--- src/rtl/cct_pkg.sv ---
// Constants, field layout and power modes of the compare timer.
// Assumes a byte-wide peripheral bus and one 100 MHz system clock.
//
// Function
// RULE_01: Counter word and match word are 16-bit, CPU readable and writable.
// RULE_02: Every CPU write to either word, and every counter read, goes through one byte stage.
// RULE_03: Software accesses words upper byte first, then lower byte.
// RULE_04: In split mode byte halves are accessed directly in any order.
// RULE_05: Upper write fills stage; lower write loads stage and byte together.
// RULE_06: Upper counter read returns upper half and copies lower half to stage.
// RULE_07: Match word bytes are read directly, never through the stage.
// RULE_08: Reset gives counter 0000, match ffff, control and status 00.
// RULE_09: Low clock select picks prescaler, quarter sub-clock or event edge.
// RULE_10: Full 16-bit equality sets upper match flag; low half sets lower.
// RULE_11: Upper match requests interrupt and toggles the upper pin together.
// RULE_12: With clear-on-match set the counter clears on a match.
// RULE_13: Upper output level bit sets the upper pin level.
// RULE_14: Control write beats a coinciding match toggle on the upper pin.
// RULE_15: Lower pin is unused as timer output in 16-bit mode.
// RULE_16: Lower match write suppresses coinciding match; equal value matches.
// RULE_17: Matches are issued only on low-half count ticks.
// RULE_18: Wrap ffff to 0000 sets overflow; irq needs both enables.
// RULE_19: Lower counter write coinciding with overflow drops the overflow.
// RULE_20: Quarter sub-clock is resynchronised to the system clock.
// RULE_21: Counter may run as two independent 8-bit timers.
// RULE_22: Registers held outside active modes; counter halts in standby.
// RULE_23: Irq request flag sets on events, clears by writing one.
// RULE_24: Select codes: 0xx event, 011 prohibited, 1xx prescaler or sub.
// RULE_25: Upper select bit 2 splits; clear chains upper on lower overflow.
// RULE_26: One stage shared by both words; interleaving corrupts transfers.

package cct_pkg;

  // Register indices on the byte bus
  localparam logic [2:0] IDX_CTRL   = 3'h0;
  localparam logic [2:0] IDX_STAT   = 3'h1;
  localparam logic [2:0] IDX_CNT_HI = 3'h2;
  localparam logic [2:0] IDX_CNT_LO = 3'h3;
  localparam logic [2:0] IDX_CMP_HI = 3'h4;
  localparam logic [2:0] IDX_CMP_LO = 3'h5;

  // Reset values
  localparam logic [15:0] CNT_RST  = 16'h0000;
  localparam logic [15:0] CMP_RST  = 16'hffff;
  localparam logic [7:0]  CTRL_RST = 8'h00;
  localparam logic [7:0]  STAT_RST = 8'h00;
  localparam logic [7:0]  HALF_MAX = 8'hff;
  localparam logic [7:0]  HALF_ZERO = 8'h00;

  // Control byte fields
  localparam int CTRL_UPPER_OUTPUT_LEVEL  = 7;
  localparam int CTRL_SPLIT = 6;
  localparam int CTRL_CKSH  = 4;
  localparam int CTRL_TOLL  = 3;
  localparam int CTRL_CKSL  = 0;

  // Status byte fields
  localparam int STAT_UPPER_OVERFLOW_FLAG  = 7;
  localparam int STAT_UPPER_MATCH_FLAG  = 6;
  localparam int STAT_UPPER_OVERFLOW_IRQ_ENABLE = 5;
  localparam int STAT_CLEAR_ON_MATCH_UPPER = 4;
  localparam int STAT_LOWER_OVERFLOW_FLAG  = 3;
  localparam int STAT_LOWER_MATCH_FLAG  = 2;
  localparam int STAT_OVIEL = 1;
  localparam int STAT_CCLRL = 0;

  // Clock select codes
  localparam logic [2:0] SEL_PROHIB = 3'h3;
  localparam logic [2:0] SEL_DIV32  = 3'h4;
  localparam logic [2:0] SEL_DIV16  = 3'h5;
  localparam logic [2:0] SEL_DIV4   = 3'h6;
  localparam logic [2:0] SEL_SUB    = 3'h7;

  // Prescaler taps, as counter bit counts
  localparam int PRE_W      = 5;
  localparam int DIV4_BITS  = 2;
  localparam int DIV16_BITS = 4;
  localparam int DIV32_BITS = 5;

  typedef enum logic [6:0] {
    PM_ACTIVE  = 7'h01,
    PM_SLEEP   = 7'h02,
    PM_WATCH   = 7'h04,
    PM_SUBACT  = 7'h08,
    PM_SUBSLP  = 7'h10,
    PM_STANDBY = 7'h20,
    PM_MODSTBY = 7'h40
  } cct_power_e;

endpackage

--- src/rtl/cct_timer.sv ---
// Cascadable 16-bit compare timer with byte-wide CPU access.
// Assumes a same-clock byte bus master; pins and sub-clock are asynchronous.
`timescale 1ns/1ps
`default_nettype none

module cct_timer
  import cct_pkg::*;
(
  // Clock and reset
  input  wire logic       clk_sys,
  input  wire logic       rst_n,
  // Peripheral byte bus
  input  wire logic [2:0] busAddr,
  input  wire logic       busWrite,
  input  wire logic       busRead,
  input  wire logic [7:0] busWdata,
  output logic      [7:0] busRdata,
  // Interrupt request and enable
  input  wire logic       timerIrqEnable,
  input  wire logic       irqReqWrite,
  output logic            irqRequestFlag,
  output logic            irqToCpu,
  // Count sources and power state
  input  wire logic       eventCountPin,
  input  wire logic       eventEdgeSelect,
  input  wire logic       subClockQuarter,
  input  wire cct_power_e powerMode,
  // Toggle pins
  output logic            upperTogglePin,
  output logic            lowerTogglePin
);

  ////////////////////////////////////////////////////////////////////////////
  // Reset release and pin synchronisers

  logic [1:0] rstPipe_reg;
  logic       rstSync_n;
  logic [2:0] evtSync_reg;
  logic [2:0] subSync_reg;

  always_ff @(posedge clk_sys or negedge rst_n) begin
    if (!rst_n) begin
      rstPipe_reg <= 2'b00;
    end else begin
      rstPipe_reg <= {rstPipe_reg[0], 1'b1};
    end
  end

  assign rstSync_n = rstPipe_reg[1];

  always_ff @(posedge clk_sys or negedge rstSync_n) begin
    if (!rstSync_n) begin
      evtSync_reg <= 3'b000;
      subSync_reg <= 3'b000;
    end else begin
      evtSync_reg <= {evtSync_reg[1:0], eventCountPin};
      subSync_reg <= {subSync_reg[1:0], subClockQuarter}; // RULE_20
    end
  end

  logic evtTick;
  logic subTick;

  // Bit 1 is the second stage; bit 2 only remembers it for edges
  assign evtTick = eventEdgeSelect ? (evtSync_reg[1] & ~evtSync_reg[2])
                                   : (~evtSync_reg[1] & evtSync_reg[2]);
  assign subTick = subSync_reg[1] & ~subSync_reg[2]; // RULE_20

  logic tickDiv4;
  logic tickDiv16;
  logic tickDiv32;

  cct_prescaler u_prescaler (
    .clk_sys   (clk_sys),
    .rstSync_n (rstSync_n),
    .tickDiv4  (tickDiv4),
    .tickDiv16 (tickDiv16),
    .tickDiv32 (tickDiv32)
  );

  ////////////////////////////////////////////////////////////////////////////
  // Registers and decode

  logic [7:0] cntLo_reg;
  logic [7:0] cntHi_reg;
  logic [15:0] match_reg;
  logic [7:0] ctrl_reg;
  logic [7:0] stat_reg;
  logic [7:0] stage_reg;
  logic [15:0] count;

  assign count = {cntHi_reg, cntLo_reg};

  logic regWriteOk;
  logic halted;
  logic subOnly;
  logic split;
  logic wrCtrl, wrStat, wrCntHi, wrCntLo, wrCmpHi, wrCmpLo;
  logic rdCntHi;

  // CPU register writes only take effect in active or subactive mode
  assign regWriteOk = (powerMode == PM_ACTIVE) ||
                      (powerMode == PM_SUBACT); // RULE_22
  assign halted  = (powerMode == PM_STANDBY) ||
                   (powerMode == PM_MODSTBY); // RULE_22
  assign subOnly = (powerMode == PM_WATCH) || (powerMode == PM_SUBACT) ||
                   (powerMode == PM_SUBSLP);
  assign split   = ctrl_reg[CTRL_SPLIT]; // RULE_21 RULE_25

  assign wrCtrl  = busWrite && regWriteOk && (busAddr == IDX_CTRL);
  assign wrStat  = busWrite && regWriteOk && (busAddr == IDX_STAT);
  assign wrCntHi = busWrite && regWriteOk && (busAddr == IDX_CNT_HI);
  assign wrCntLo = busWrite && regWriteOk && (busAddr == IDX_CNT_LO);
  assign wrCmpHi = busWrite && regWriteOk && (busAddr == IDX_CMP_HI);
  assign wrCmpLo = busWrite && regWriteOk && (busAddr == IDX_CMP_LO);
  assign rdCntHi = busRead && (busAddr == IDX_CNT_HI);

  ////////////////////////////////////////////////////////////////////////////
  // Count clock selection

  function automatic logic selTick(input logic [2:0] sel,
                                   input logic       ext);
    logic t;
    t = 1'b0;
    case (sel)
      SEL_DIV32:  t = tickDiv32;  // RULE_24
      SEL_DIV16:  t = tickDiv16;
      SEL_DIV4:   t = tickDiv4;
      SEL_SUB:    t = subTick;
      SEL_PROHIB: t = 1'b0;
      default:    t = ext;        // RULE_09
    endcase
    // Watch, subactive and subsleep only run from the sub-clock; standby stops all
    return t && !halted && (!subOnly || sel == SEL_SUB); // RULE_22
  endfunction

  logic [2:0] lowSel;
  logic [2:0] highSel;
  logic lowTick;
  logic lowWrap;
  logic highTick;

  assign lowSel   = ctrl_reg[CTRL_CKSL +: 3];
  assign highSel  = ctrl_reg[CTRL_CKSH +: 3];
  // Processes, so that the tick and mode reads inside the function wake them
  always_comb lowTick = selTick(lowSel, evtTick); // RULE_09
  assign lowWrap  = lowTick && (cntLo_reg == HALF_MAX);
  always_comb highTick = split ? selTick(highSel, 1'b0) : lowWrap; // RULE_25

  ////////////////////////////////////////////////////////////////////////////
  // Match and overflow events

  logic lowEq;
  logic highEq;
  logic matchH;
  logic matchL;
  logic clrHi;
  logic clrLo;
  logic ovfHEvt;
  logic ovfLEvt;

  assign lowEq  = cntLo_reg == match_reg[7:0];
  assign highEq = cntHi_reg == match_reg[15:8];

  // Lower match byte write replaces the tick match by its own equality
  always_comb begin
    if (split) begin
      matchH = highTick && highEq; // RULE_21
      matchL = wrCmpLo ? (busWdata == cntLo_reg)
                       : (lowTick && lowEq); // RULE_16 RULE_17
    end else begin
      matchH = wrCmpLo ? ({stage_reg, busWdata} == count) // RULE_16
                       : (lowTick && lowEq && highEq); // RULE_10 RULE_17
      matchL = 1'b0;
    end
  end

  assign clrHi   = matchH && stat_reg[STAT_CLEAR_ON_MATCH_UPPER]; // RULE_12
  assign clrLo   = split ? (matchL && stat_reg[STAT_CCLRL]) : clrHi;
  assign ovfHEvt = highTick && (cntHi_reg == HALF_MAX) &&
                   !(split ? wrCntHi : wrCntLo); // RULE_18 RULE_19
  assign ovfLEvt = split && lowWrap && !wrCntLo; // RULE_19

  ////////////////////////////////////////////////////////////////////////////
  // Counter halves

  always_ff @(posedge clk_sys or negedge rstSync_n) begin
    if (!rstSync_n) begin
      cntLo_reg <= CNT_RST[7:0]; // RULE_08
    end else if (wrCntLo) begin
      cntLo_reg <= busWdata; // RULE_05 RULE_04
    end else if (clrLo) begin
      cntLo_reg <= HALF_ZERO; // RULE_12
    end else if (lowTick) begin
      cntLo_reg <= cntLo_reg + 1'b1;
    end
  end

  always_ff @(posedge clk_sys or negedge rstSync_n) begin
    if (!rstSync_n) begin
      cntHi_reg <= CNT_RST[15:8]; // RULE_08
    end else if (split && wrCntHi) begin
      cntHi_reg <= busWdata; // RULE_04
    end else if (!split && wrCntLo) begin
      cntHi_reg <= stage_reg; // RULE_05 RULE_03
    end else if (clrHi) begin
      cntHi_reg <= HALF_ZERO; // RULE_12
    end else if (highTick) begin
      cntHi_reg <= cntHi_reg + 1'b1; // RULE_25
    end
  end

  ////////////////////////////////////////////////////////////////////////////
  // Shared byte stage and match word

  always_ff @(posedge clk_sys or negedge rstSync_n) begin
    if (!rstSync_n) begin
      stage_reg <= HALF_ZERO;
    end else if (!split && (wrCntHi || wrCmpHi)) begin
      stage_reg <= busWdata; // RULE_02 RULE_05 RULE_26
    end else if (!split && rdCntHi) begin
      stage_reg <= cntLo_reg; // RULE_06 RULE_26
    end
  end

  always_ff @(posedge clk_sys or negedge rstSync_n) begin
    if (!rstSync_n) begin
      match_reg <= CMP_RST; // RULE_08
    end else if (wrCmpLo) begin
      match_reg <= {split ? match_reg[15:8] : stage_reg, busWdata}; // RULE_05
    end else if (split && wrCmpHi) begin
      match_reg[15:8] <= busWdata; // RULE_04
    end
  end

  ////////////////////////////////////////////////////////////////////////////
  // Control and status bytes

  always_ff @(posedge clk_sys or negedge rstSync_n) begin
    if (!rstSync_n) begin
      ctrl_reg <= CTRL_RST; // RULE_08
    end else if (wrCtrl) begin
      ctrl_reg <= busWdata;
    end
  end

  // Flags clear on a written zero; a same-cycle event wins
  always_ff @(posedge clk_sys or negedge rstSync_n) begin
    if (!rstSync_n) begin
      stat_reg <= STAT_RST; // RULE_08
    end else begin
      if (wrStat) begin
        stat_reg[STAT_UPPER_OVERFLOW_IRQ_ENABLE] <= busWdata[STAT_UPPER_OVERFLOW_IRQ_ENABLE];
        stat_reg[STAT_CLEAR_ON_MATCH_UPPER] <= busWdata[STAT_CLEAR_ON_MATCH_UPPER];
        stat_reg[STAT_OVIEL] <= busWdata[STAT_OVIEL];
        stat_reg[STAT_CCLRL] <= busWdata[STAT_CCLRL];
      end
      stat_reg[STAT_UPPER_OVERFLOW_FLAG] <= ovfHEvt || (stat_reg[STAT_UPPER_OVERFLOW_FLAG] &&
                             !(wrStat && !busWdata[STAT_UPPER_OVERFLOW_FLAG])); // RULE_18
      stat_reg[STAT_UPPER_MATCH_FLAG] <= matchH || (stat_reg[STAT_UPPER_MATCH_FLAG] &&
                             !(wrStat && !busWdata[STAT_UPPER_MATCH_FLAG])); // RULE_10
      stat_reg[STAT_LOWER_OVERFLOW_FLAG] <= ovfLEvt || (stat_reg[STAT_LOWER_OVERFLOW_FLAG] &&
                             !(wrStat && !busWdata[STAT_LOWER_OVERFLOW_FLAG]));
      stat_reg[STAT_LOWER_MATCH_FLAG] <= matchL || (stat_reg[STAT_LOWER_MATCH_FLAG] &&
                             !(wrStat && !busWdata[STAT_LOWER_MATCH_FLAG])); // RULE_10
    end
  end

  ////////////////////////////////////////////////////////////////////////////
  // Interrupt request, pins and read data

  logic irqSet;

  assign irqSet = matchH || (ovfHEvt && stat_reg[STAT_UPPER_OVERFLOW_IRQ_ENABLE]); // RULE_18

  always_ff @(posedge clk_sys or negedge rstSync_n) begin
    if (!rstSync_n) begin
      irqRequestFlag <= 1'b0;
    end else if (irqSet) begin
      irqRequestFlag <= 1'b1; // RULE_23 RULE_11
    end else if (irqReqWrite && irqRequestFlag) begin
      irqRequestFlag <= 1'b0; // RULE_23
    end
  end

  assign irqToCpu = irqRequestFlag && timerIrqEnable; // RULE_11 RULE_18

  always_ff @(posedge clk_sys or negedge rstSync_n) begin
    if (!rstSync_n) begin
      upperTogglePin <= 1'b0;
    end else if (wrCtrl) begin
      upperTogglePin <= busWdata[CTRL_UPPER_OUTPUT_LEVEL]; // RULE_13 RULE_14
    end else if (matchH) begin
      upperTogglePin <= ~upperTogglePin; // RULE_11
    end
  end

  // Outside split mode the lower pin only follows its level bit
  always_ff @(posedge clk_sys or negedge rstSync_n) begin
    if (!rstSync_n) begin
      lowerTogglePin <= 1'b0;
    end else if (wrCtrl) begin
      lowerTogglePin <= busWdata[CTRL_TOLL];
    end else if (split && matchL) begin
      lowerTogglePin <= ~lowerTogglePin; // RULE_15 RULE_21
    end
  end

  always_ff @(posedge clk_sys or negedge rstSync_n) begin
    if (!rstSync_n) begin
      busRdata <= HALF_ZERO;
    end else if (busRead) begin
      case (busAddr)
        IDX_CTRL:   busRdata <= ctrl_reg;
        IDX_STAT:   busRdata <= stat_reg;
        IDX_CNT_HI: busRdata <= cntHi_reg; // RULE_06 RULE_01
        IDX_CNT_LO: busRdata <= split ? cntLo_reg : stage_reg; // RULE_06
        IDX_CMP_HI: busRdata <= match_reg[15:8]; // RULE_07
        IDX_CMP_LO: busRdata <= match_reg[7:0]; // RULE_07
        default:    busRdata <= HALF_ZERO;
      endcase
    end
  end
endmodule

`default_nettype wire

--- src/rtl/cct_prescaler.sv ---
// System clock prescaler giving one-cycle enables at /4, /16 and /32.
// Assumes the synchronised reset of the timer top.
`timescale 1ns/1ps
`default_nettype none

module cct_prescaler
  import cct_pkg::*;
(
  // Clock and reset
  input  wire logic clk_sys,
  input  wire logic rstSync_n,
  // Enables
  output logic      tickDiv4,
  output logic      tickDiv16,
  output logic      tickDiv32
);

  logic [PRE_W-1:0] preCnt_reg;

  always_ff @(posedge clk_sys or negedge rstSync_n) begin
    if (!rstSync_n) begin
      preCnt_reg <= '0;
    end else begin
      preCnt_reg <= preCnt_reg + 1'b1;
    end
  end

  assign tickDiv4  = &preCnt_reg[DIV4_BITS-1:0];
  assign tickDiv16 = &preCnt_reg[DIV16_BITS-1:0];
  assign tickDiv32 = &preCnt_reg[DIV32_BITS-1:0];

endmodule

`default_nettype wire

--- config.mk ---
export PLATFORM = sky130hd
export DESIGN_NAME = cct_timer
export DESIGN_NICKNAME = d
export VERILOG_FILES = /design/src/rtl/cct_pkg.sv /design/src/rtl/cct_timer.sv /design/src/rtl/cct_prescaler.sv
export SDC_FILE = /design/constraint.sdc
export NUM_CORES = 1
export LEC_CHECK = 0
export BUFFER_PORTS_ARGS = -buffer_cell sky130_fd_sc_hd__buf_4
export CORE_MARGIN = 2
export CORE_UTILIZATION = 25
export DETAILED_ROUTE_END_ITERATION = 10
export PLACE_DENSITY = 0.44
export SETUP_SLACK_MARGIN = 0.05
export SLEW_MARGIN = 20
export SYNTH_ARGS = -nofsm -noshare
export SYNTH_HDL_FRONTEND = slang
export SYNTH_SLANG_ARGS = --single-unit
--- constraint.sdc ---
create_clock -name clk_sys -period 4.17 [get_ports clk_sys]
set_input_delay 0.834 -clock clk_sys [delete_from_list [all_inputs] [get_ports clk_sys]]
set_output_delay 0.834 -clock clk_sys [all_outputs]
set_load 0.01 [all_outputs]
==> results of run 1 <==
[logic make-up after synthesis]
kind of cell | synth area share [%]
compound gates | 17.95
xor+xnor | 8.342
fa+ha+maj | 1.036
buf+inv | 5.233
flops | 41.87
mux | 8.523
other cells | 0.07765
simple gates | 16.97
[power by group]
part / internal [mW] / switching [mW]
combinational: 0.204 / 0.205
clock: 0.423 / 0.381
sequential: 0.864 / 0.182
[Yosys cell counts, types with 3 or more instances]
cell	count	area, um2
clkbuf_1	30	112.6
xnor2_1	30	262.8
a2111oi_0	4	35.03
dfstp_2	16	420.4
xor2_1	16	140.1
a211oi_1	3	22.52
clkbuf_2	7	35.03
a21oi_1	16	80.08
mux2_2	13	146.4
a221o_1	3	30.03
a221oi_1	4	35.03
nor2b_1	4	25.02
o21ai_0	33	165.2
a22oi_1	10	75.07
nand3_1	17	85.08
inv_1	22	82.58
ha_1	4	50.05
and3_1	6	37.54
nor3_1	5	25.02
nand2_1	62	232.7
mux2i_1	22	220.2
nand2b_1	6	37.54
and3b_1	4	35.03
a31oi_1	4	25.02
o21a_1	4	30.03
a22o_1	3	26.28
nand4_1	5	31.28
nor4_1	5	31.28
buf_2	3	15.01
a222oi_1	6	60.06
dfrtp_1	64	1602
nor2_1	28	105.1
[stage by stage]
| step | utilization, % | power, mW | setup slack, ns | area [um2] |
|---|---|---|---|---|
| after floorplan | - | 1.296 | 1.390 | 4830 |
| after global placement | 28.25 | 1.467 | 0.9644 | 5320 |
| after detailed placement | 28.25 | 1.466 | 0.9201 | 5320 |
| after CTS | 29.80 | 2.280 | 1.110 | 5612 |
| after global routing | 29.80 | 2.373 | 0.8696 | 5612 |
| final | 29.80 | 2.258 | 1.133 | 5612 |
[worst max-delay path by stage]
stage                                        start                       end  slack, ns  cells past startpoint
2_1_floorplan                         powerMode[2]  cntHi_reg[4]$_DFFE_PN0P_       1.39                      8
3_3_place_gp                          powerMode[2]  cntHi_reg[7]$_DFFE_PN0P_       0.96                      8
3_5_place_dp                          powerMode[2]  cntHi_reg[7]$_DFFE_PN0P_       0.92                      8
4_1_cts        u_prescaler.preCnt_reg[0]$_DFF_PN0_  cntLo_reg[2]$_DFFE_PN0P_       1.11                     11
5_1_grt        u_prescaler.preCnt_reg[0]$_DFF_PN0_  cntLo_reg[2]$_DFFE_PN0P_       0.87                     11
6_report       u_prescaler.preCnt_reg[0]$_DFF_PN0_  cntLo_reg[2]$_DFFE_PN0P_       1.13                     11
[metal layers]
metal / up-vias / global-route usage [%] / routed length [um]
met1: 1915 / 21.22 / 6920
li1: 1862 / - / -
met2: 129 / 24.38 / 7170
met4: 0 / 6.305 / 386
met5: - / 0 / 0
met3: 23 / 3.119 / 897
[worst register-to-register path: stages, from the launching register on]
cell,delay [ns]
dfrtp_1,0.37
ha_1,0.23
nand3_1,0.16
inv_1,0.09
ha_1,0.16
mux2i_1,0.07
a32oi_1,0.36
or3b_2,0.49
a21oi_1,0.53
nand2_1,0.15
xor2_1,0.16
o21ai_0,0.18
[final cells by class]
type                            instances  area, um2  share of cell area (%)
Clock inverter                          7      66.31                   1.182
Inverter                               22      82.58                   1.472
Sequential cell                        80       2026                   36.10
Multi-Input combinational cell        369       2556                   45.55
Tap cell                              260      325.3                   5.797
Timing Repair Buffer                   44      330.3                   5.886
Clock buffer                            9      225.2                   4.013
==> flow_summary_export.csv, run 1 <==
group,metric,value,unit
worst_setup_path,crit_family,"compound AO/OA/AOI/OAI gates",
drt,firstDrtPassIters,5,
worst_setup_path,cp_data_arrival_time,3.31,ns
synthesis,async_reset_ff_share,100.0,%
drt,drc_errors,0,
finish,final_cell_mix,"63 x dfrtp_1, 62 x nand2_1, 44 x buf_4",
cts,clockBufferDepth,2,
worst_setup_path,startpoint_type,"flip-flop",
worst_setup_path,r2r-start,"u_prescaler.preCnt_reg[0]$_DFF_PN0_",
cts,htreeDepth,3,
drt,drt-total-wl,15370,um
placed_design,portBuffers,38,
synthesis,syn_area,4830,um2
sta,rsz0062_at_grt,"false",
run,maxCapViolations,0,
worst_setup_path,timing.critical_path.mode_cell,"ha_1",
synthesis,yosysSeqAreaShare,41.87,%
cts,clock-root-buffer,"clkbuf_16",
outcome,status,"finished clean",
worst_setup_path,worst_ep_required_time,4.44,ns
cts,clkLatencyLatePin,0.36,ns
global_routing,grt_start_max_net_pins,59,
finish,antenna_cells,0,
die,core-area,18830,um2
die,ios,39,
synthesis,ys_ff_latch,80,
global_routing,grt_pass1_vias,3862,
worst_setup_path,slowest_stage,"a21oi_1",
synthesis,synth_ff_type,"dfrtp_1",
placed_design,dp_cells,775,
sta,fin_setup_tns,0,ns
sta,fin_crit,3.037,ns
sta,fmax,0.3293,GHz
drt,ant_nets,0,
global_routing,antenna_found_initial,0,
global_routing,grt.total_usage,15.63,%
cts,cts_tree,"yes",
finish,mostFrequentLayoutCell,"dfrtp_1",
synthesis,syn_nets,544,
synthesis,yosysWarnings,0,
synthesis,synth_edf_count,0,
power_and_ir_drop,peakVddDrop,192.8,uV
hold_path,min_path_type,"input pin to async pin",
global_routing,grt_overflow,0,
worst_setup_path,timing.rr.end,"cntLo_reg[2]$_DFFE_PN0P_",
cts,cts.sinks,80,
drt,via_per_inst,4.967,
finish,drive_gt1_share,19.59,%
finish,fin_nets,557,
synthesis,synthCells,513,
sta,timing.final.crit_share,72.83,%
power_and_ir_drop,powerDensity,402.4,nW/um2
die,die_w,143.0,um
cts,cts_buffers,9,
worst_setup_path,crit_path_cell_trace,"ha_1 -> nand3_1 -> inv_1 -> ha_1 -> mux2i_1 -> a32oi_1 -> or3b_2 -> a21oi_1 -> nand2_1 -> xor2_1 -> o21ai_0",
worst_setup_path,rrSetupSlack,1.13,ns
die,rows,50,
finish,fillCellCount,1962,
placed_design,gp_congestion,0.8592,
synthesis,syn_area_per_cell,9.414,um2
worst_setup_path,cp-end-kind,"flip-flop",
worst_setup_path,worst-r2r-cell-count,11,
global_routing,grt_pass1_wl,23670,um
sta,hold_ws,0.2554,ns
worst_setup_path,path_max_fanout,5,
worst_setup_path,critPathKind,"flip-flop to flip-flop",
drt,vias,3929,
finish,largest_reg_flops,16,
worst_setup_path,cpPeakStageDelay,0.53,ns
die,die-area,20450,um2
finish,stdcell_count,791,
cts,holdBufCountCts,0,
cts,cts_resized,0,
cts,cts_setup_buffers,0,
placed_design,hpwlAfterDp,11120,um
sta,setup-violations-final,0,
sta,worst_pin_slew,0.9345,ns
power_and_ir_drop,leakagePower,2.289,nW
sta,relSlewSlack,37.70,%
finish,syn_to_final_growth,16.19,%
die,start_util,25.65,%
cts,clk_pin_slew,0.07,ns
worst_setup_path,cp.buffers_inverters,1,
die,die_h,143.0,um
sta,fin_skew,0.01221,ns
drt,wl_per_cell,19.44,um
sta,slew_viol_final,0,
drt,drt_iter0_drc,366,
synthesis,post_synth_num_cell_types,74,
sta,finalHoldViolations,0,
(Power assumes the default switching activity.)
==> run 2, diff against run 1 <==
Clock period 4.17 ns to 3.1 ns, I/O delays scaled along.
==> run 2 against run 1 <==
  * Routed wire length increased by 1.2%
  * Core utilization increased by 1.0 points
  * Clock power increased by 42%
  * Flip-flop and latch count unchanged
  * Cell count increased by 2.3%
  * Critical path type unchanged
  * Largest power group unchanged
==> flow_summary_export.csv, run 2 (synthesis results as in run 1) <==
group,metric,value,unit
drt,drc_errors,0,
worst_setup_path,timing.rr.end,"cntHi_reg[3]$_DFFE_PN0P_",
worst_setup_path,startpoint_type,"flip-flop",
cts,cts.sinks,80,
drt,drt-total-wl,15560,um
global_routing,grt_pass1_wl,24200,um
drt,via_per_inst,4.933,
finish,multi_input_area,2570,um2
placed_design,portBuffers,38,
worst_setup_path,worst-r2r-cell-count,11,
drt,ant_nets,0,
finish,syn_to_final_growth,20.10,%
finish,mostFrequentLayoutCell,"dfrtp_1",
die,die_w,143.0,um
sta,rsz0062_at_grt,"false",
power_and_ir_drop,p_total,3.112,mW
finish,largest_reg_flops,16,
cts,cts_tree,"yes",
cts,htreeDepth,3,
sta,fin_skew,0.008138,ns
finish,drive_gt1_share,22.59,%
worst_setup_path,endpoint,"cntHi_reg[3]$_DFFE_PN0P_",
finish,fin_nets,575,
drt,vias,3991,
worst_setup_path,worst_ep_required_time,3.34,ns
sta,slew_viol_final,0,
cts,cts_buffers,9,
cts,clkLatencyLatePin,0.36,ns
drt,wl_per_cell,19.24,um
run,maxCapViolations,0,
global_routing,grt.total_usage,16.05,%
global_routing,grt_pass1_vias,3968,
cts,clk_pin_slew,0.07,ns
power_and_ir_drop,leakagePower,2.397,nW
global_routing,antenna_found_initial,0,
cts,holdBufCountCts,0,
worst_setup_path,worstSetupStartpoint,"u_prescaler.preCnt_reg[0]$_DFF_PN0_",
sta,setup-violations-final,0,
sta,timing.final.crit_share,91.96,%
worst_setup_path,critPathKind,"flip-flop to flip-flop",
die,die-area,20450,um2
finish,ff_latch_area,2026,um2
worst_setup_path,cp_data_arrival_time,3.10,ns
worst_setup_path,path_max_fanout,4,
die,rows,50,
drt,drt_iter0_drc,380,
sta,relSlewSlack,61.05,%
placed_design,hpwlAfterDp,11450,um
global_routing,grt_start_max_net_pins,79,
die,core-area,18830,um2
outcome,status,"finished clean",
sta,fin_setup_tns,0,ns
finish,fillCellCount,1947,
finish,antenna_cells,0,
global_routing,grt_overflow,0,
drt,firstDrtPassIters,7,
sta,fmax,0.3508,GHz
finish,final_cell_mix,"63 x dfrtp_1, 62 x nand2_1, 61 x buf_4",
cts,clock-root-buffer,"clkbuf_16",
power_and_ir_drop,powerDensity,536.5,nW/um2
die,start_util,25.65,%
finish,stdcell_count,809,
placed_design,dp_cells,791,
sta,worst_pin_slew,0.5816,ns
worst_setup_path,cp-end-kind,"flip-flop",
die,ios,39,
sta,fin_crit,2.851,ns
power_and_ir_drop,peakVddDrop,246.6,uV
worst_setup_path,r2r-start,"u_prescaler.preCnt_reg[0]$_DFF_PN0_",
sta,finalHoldViolations,0,
placed_design,gp_congestion,0.8567,
cts,clockBufferDepth,2,
die,die_h,143.0,um
worst_setup_path,rrSetupSlack,0.25,ns
hold_path,min_path_type,"input pin to async pin",
[run 2: cell count changes in the layout (fill, tap and decap cells not counted), sizes merged]
cell,previous run,this run
bufinv,0,1
clkinv,0,1
inv,29,26
buf,44,62
clkinvlp,0,1
[run 2: worst min-delay path by stage]
stage,slack (ns),startpoint,cells after the start,end
floorplan,0.32,rst_n,0,rstPipe_reg[0]$_DFF_PN0_
global placement,0.33,evtSync_reg[0]$_DFF_PN0_,0,evtSync_reg[1]$_DFF_PN0_
detailed placement,0.33,evtSync_reg[0]$_DFF_PN0_,0,evtSync_reg[1]$_DFF_PN0_
CTS,0.03,rst_n,1,rstPipe_reg[1]$_DFF_PN0_
global route,0.03,rst_n,1,rstPipe_reg[1]$_DFF_PN0_
finish,0.04,rst_n,1,rstPipe_reg[1]$_DFF_PN0_
[run 2: timing repair]
action | 4_1_cts | 5_1_grt
setup buffers | 0 | 1
endpoints found under the setup margin | 0 | 5
resized for setup | 0 | 2
[run 2: cell type report]
type	instances	share of cell area, %
Inverter	22	1.424
Timing Repair Buffer	62	8.369
Multi-Input combinational cell	369	44.31
Clock inverter	7	1.488
Sequential cell	80	34.92
Clock buffer	9	3.883
Tap cell	260	5.608
[run 2: per-stage QoR]
step	worst slack, ns	area (um2)	hold WS [ns]	util (%)
6_report	0.2494	5801	0.03842	30.80
5_1_grt	0.03564	5801	0.02922	30.80
4_1_cts	0.1834	5752	0.02726	30.54
3_5_place_dp	0.1956	5440	0.3347	28.89
3_3_place_gp	0.2996	5440	0.3317	28.89
2_1_floorplan	0.5272	4830	0.3244	-
[run 2: per-layer routing]
metal	share of wire [%]	track usage, %
met5	0	0
met1	48	22.19
met3	3.5	2.817
met2	46	25.38
met4	1.9	5.367
[run 2: worst max-delay path, stage by stage (launching register included)]
cell and delay, ns:
dfrtp_1 0.37, ha_1 0.23, nand3_1 0.16, inv_1 0.09, ha_1 0.16, mux2i_1 0.08, a32oi_2 0.23, or3b_2 0.48
nand3b_1 0.17, o221ai_1 0.24, a21oi_1 0.17, a221oi_1 0.37
[run 2: power breakdown]
group,internal (mW),switching (mW)
logic,0.287,0.297
registers,1.16,0.228
clock network,0.643,0.495
total,2.09,1.02
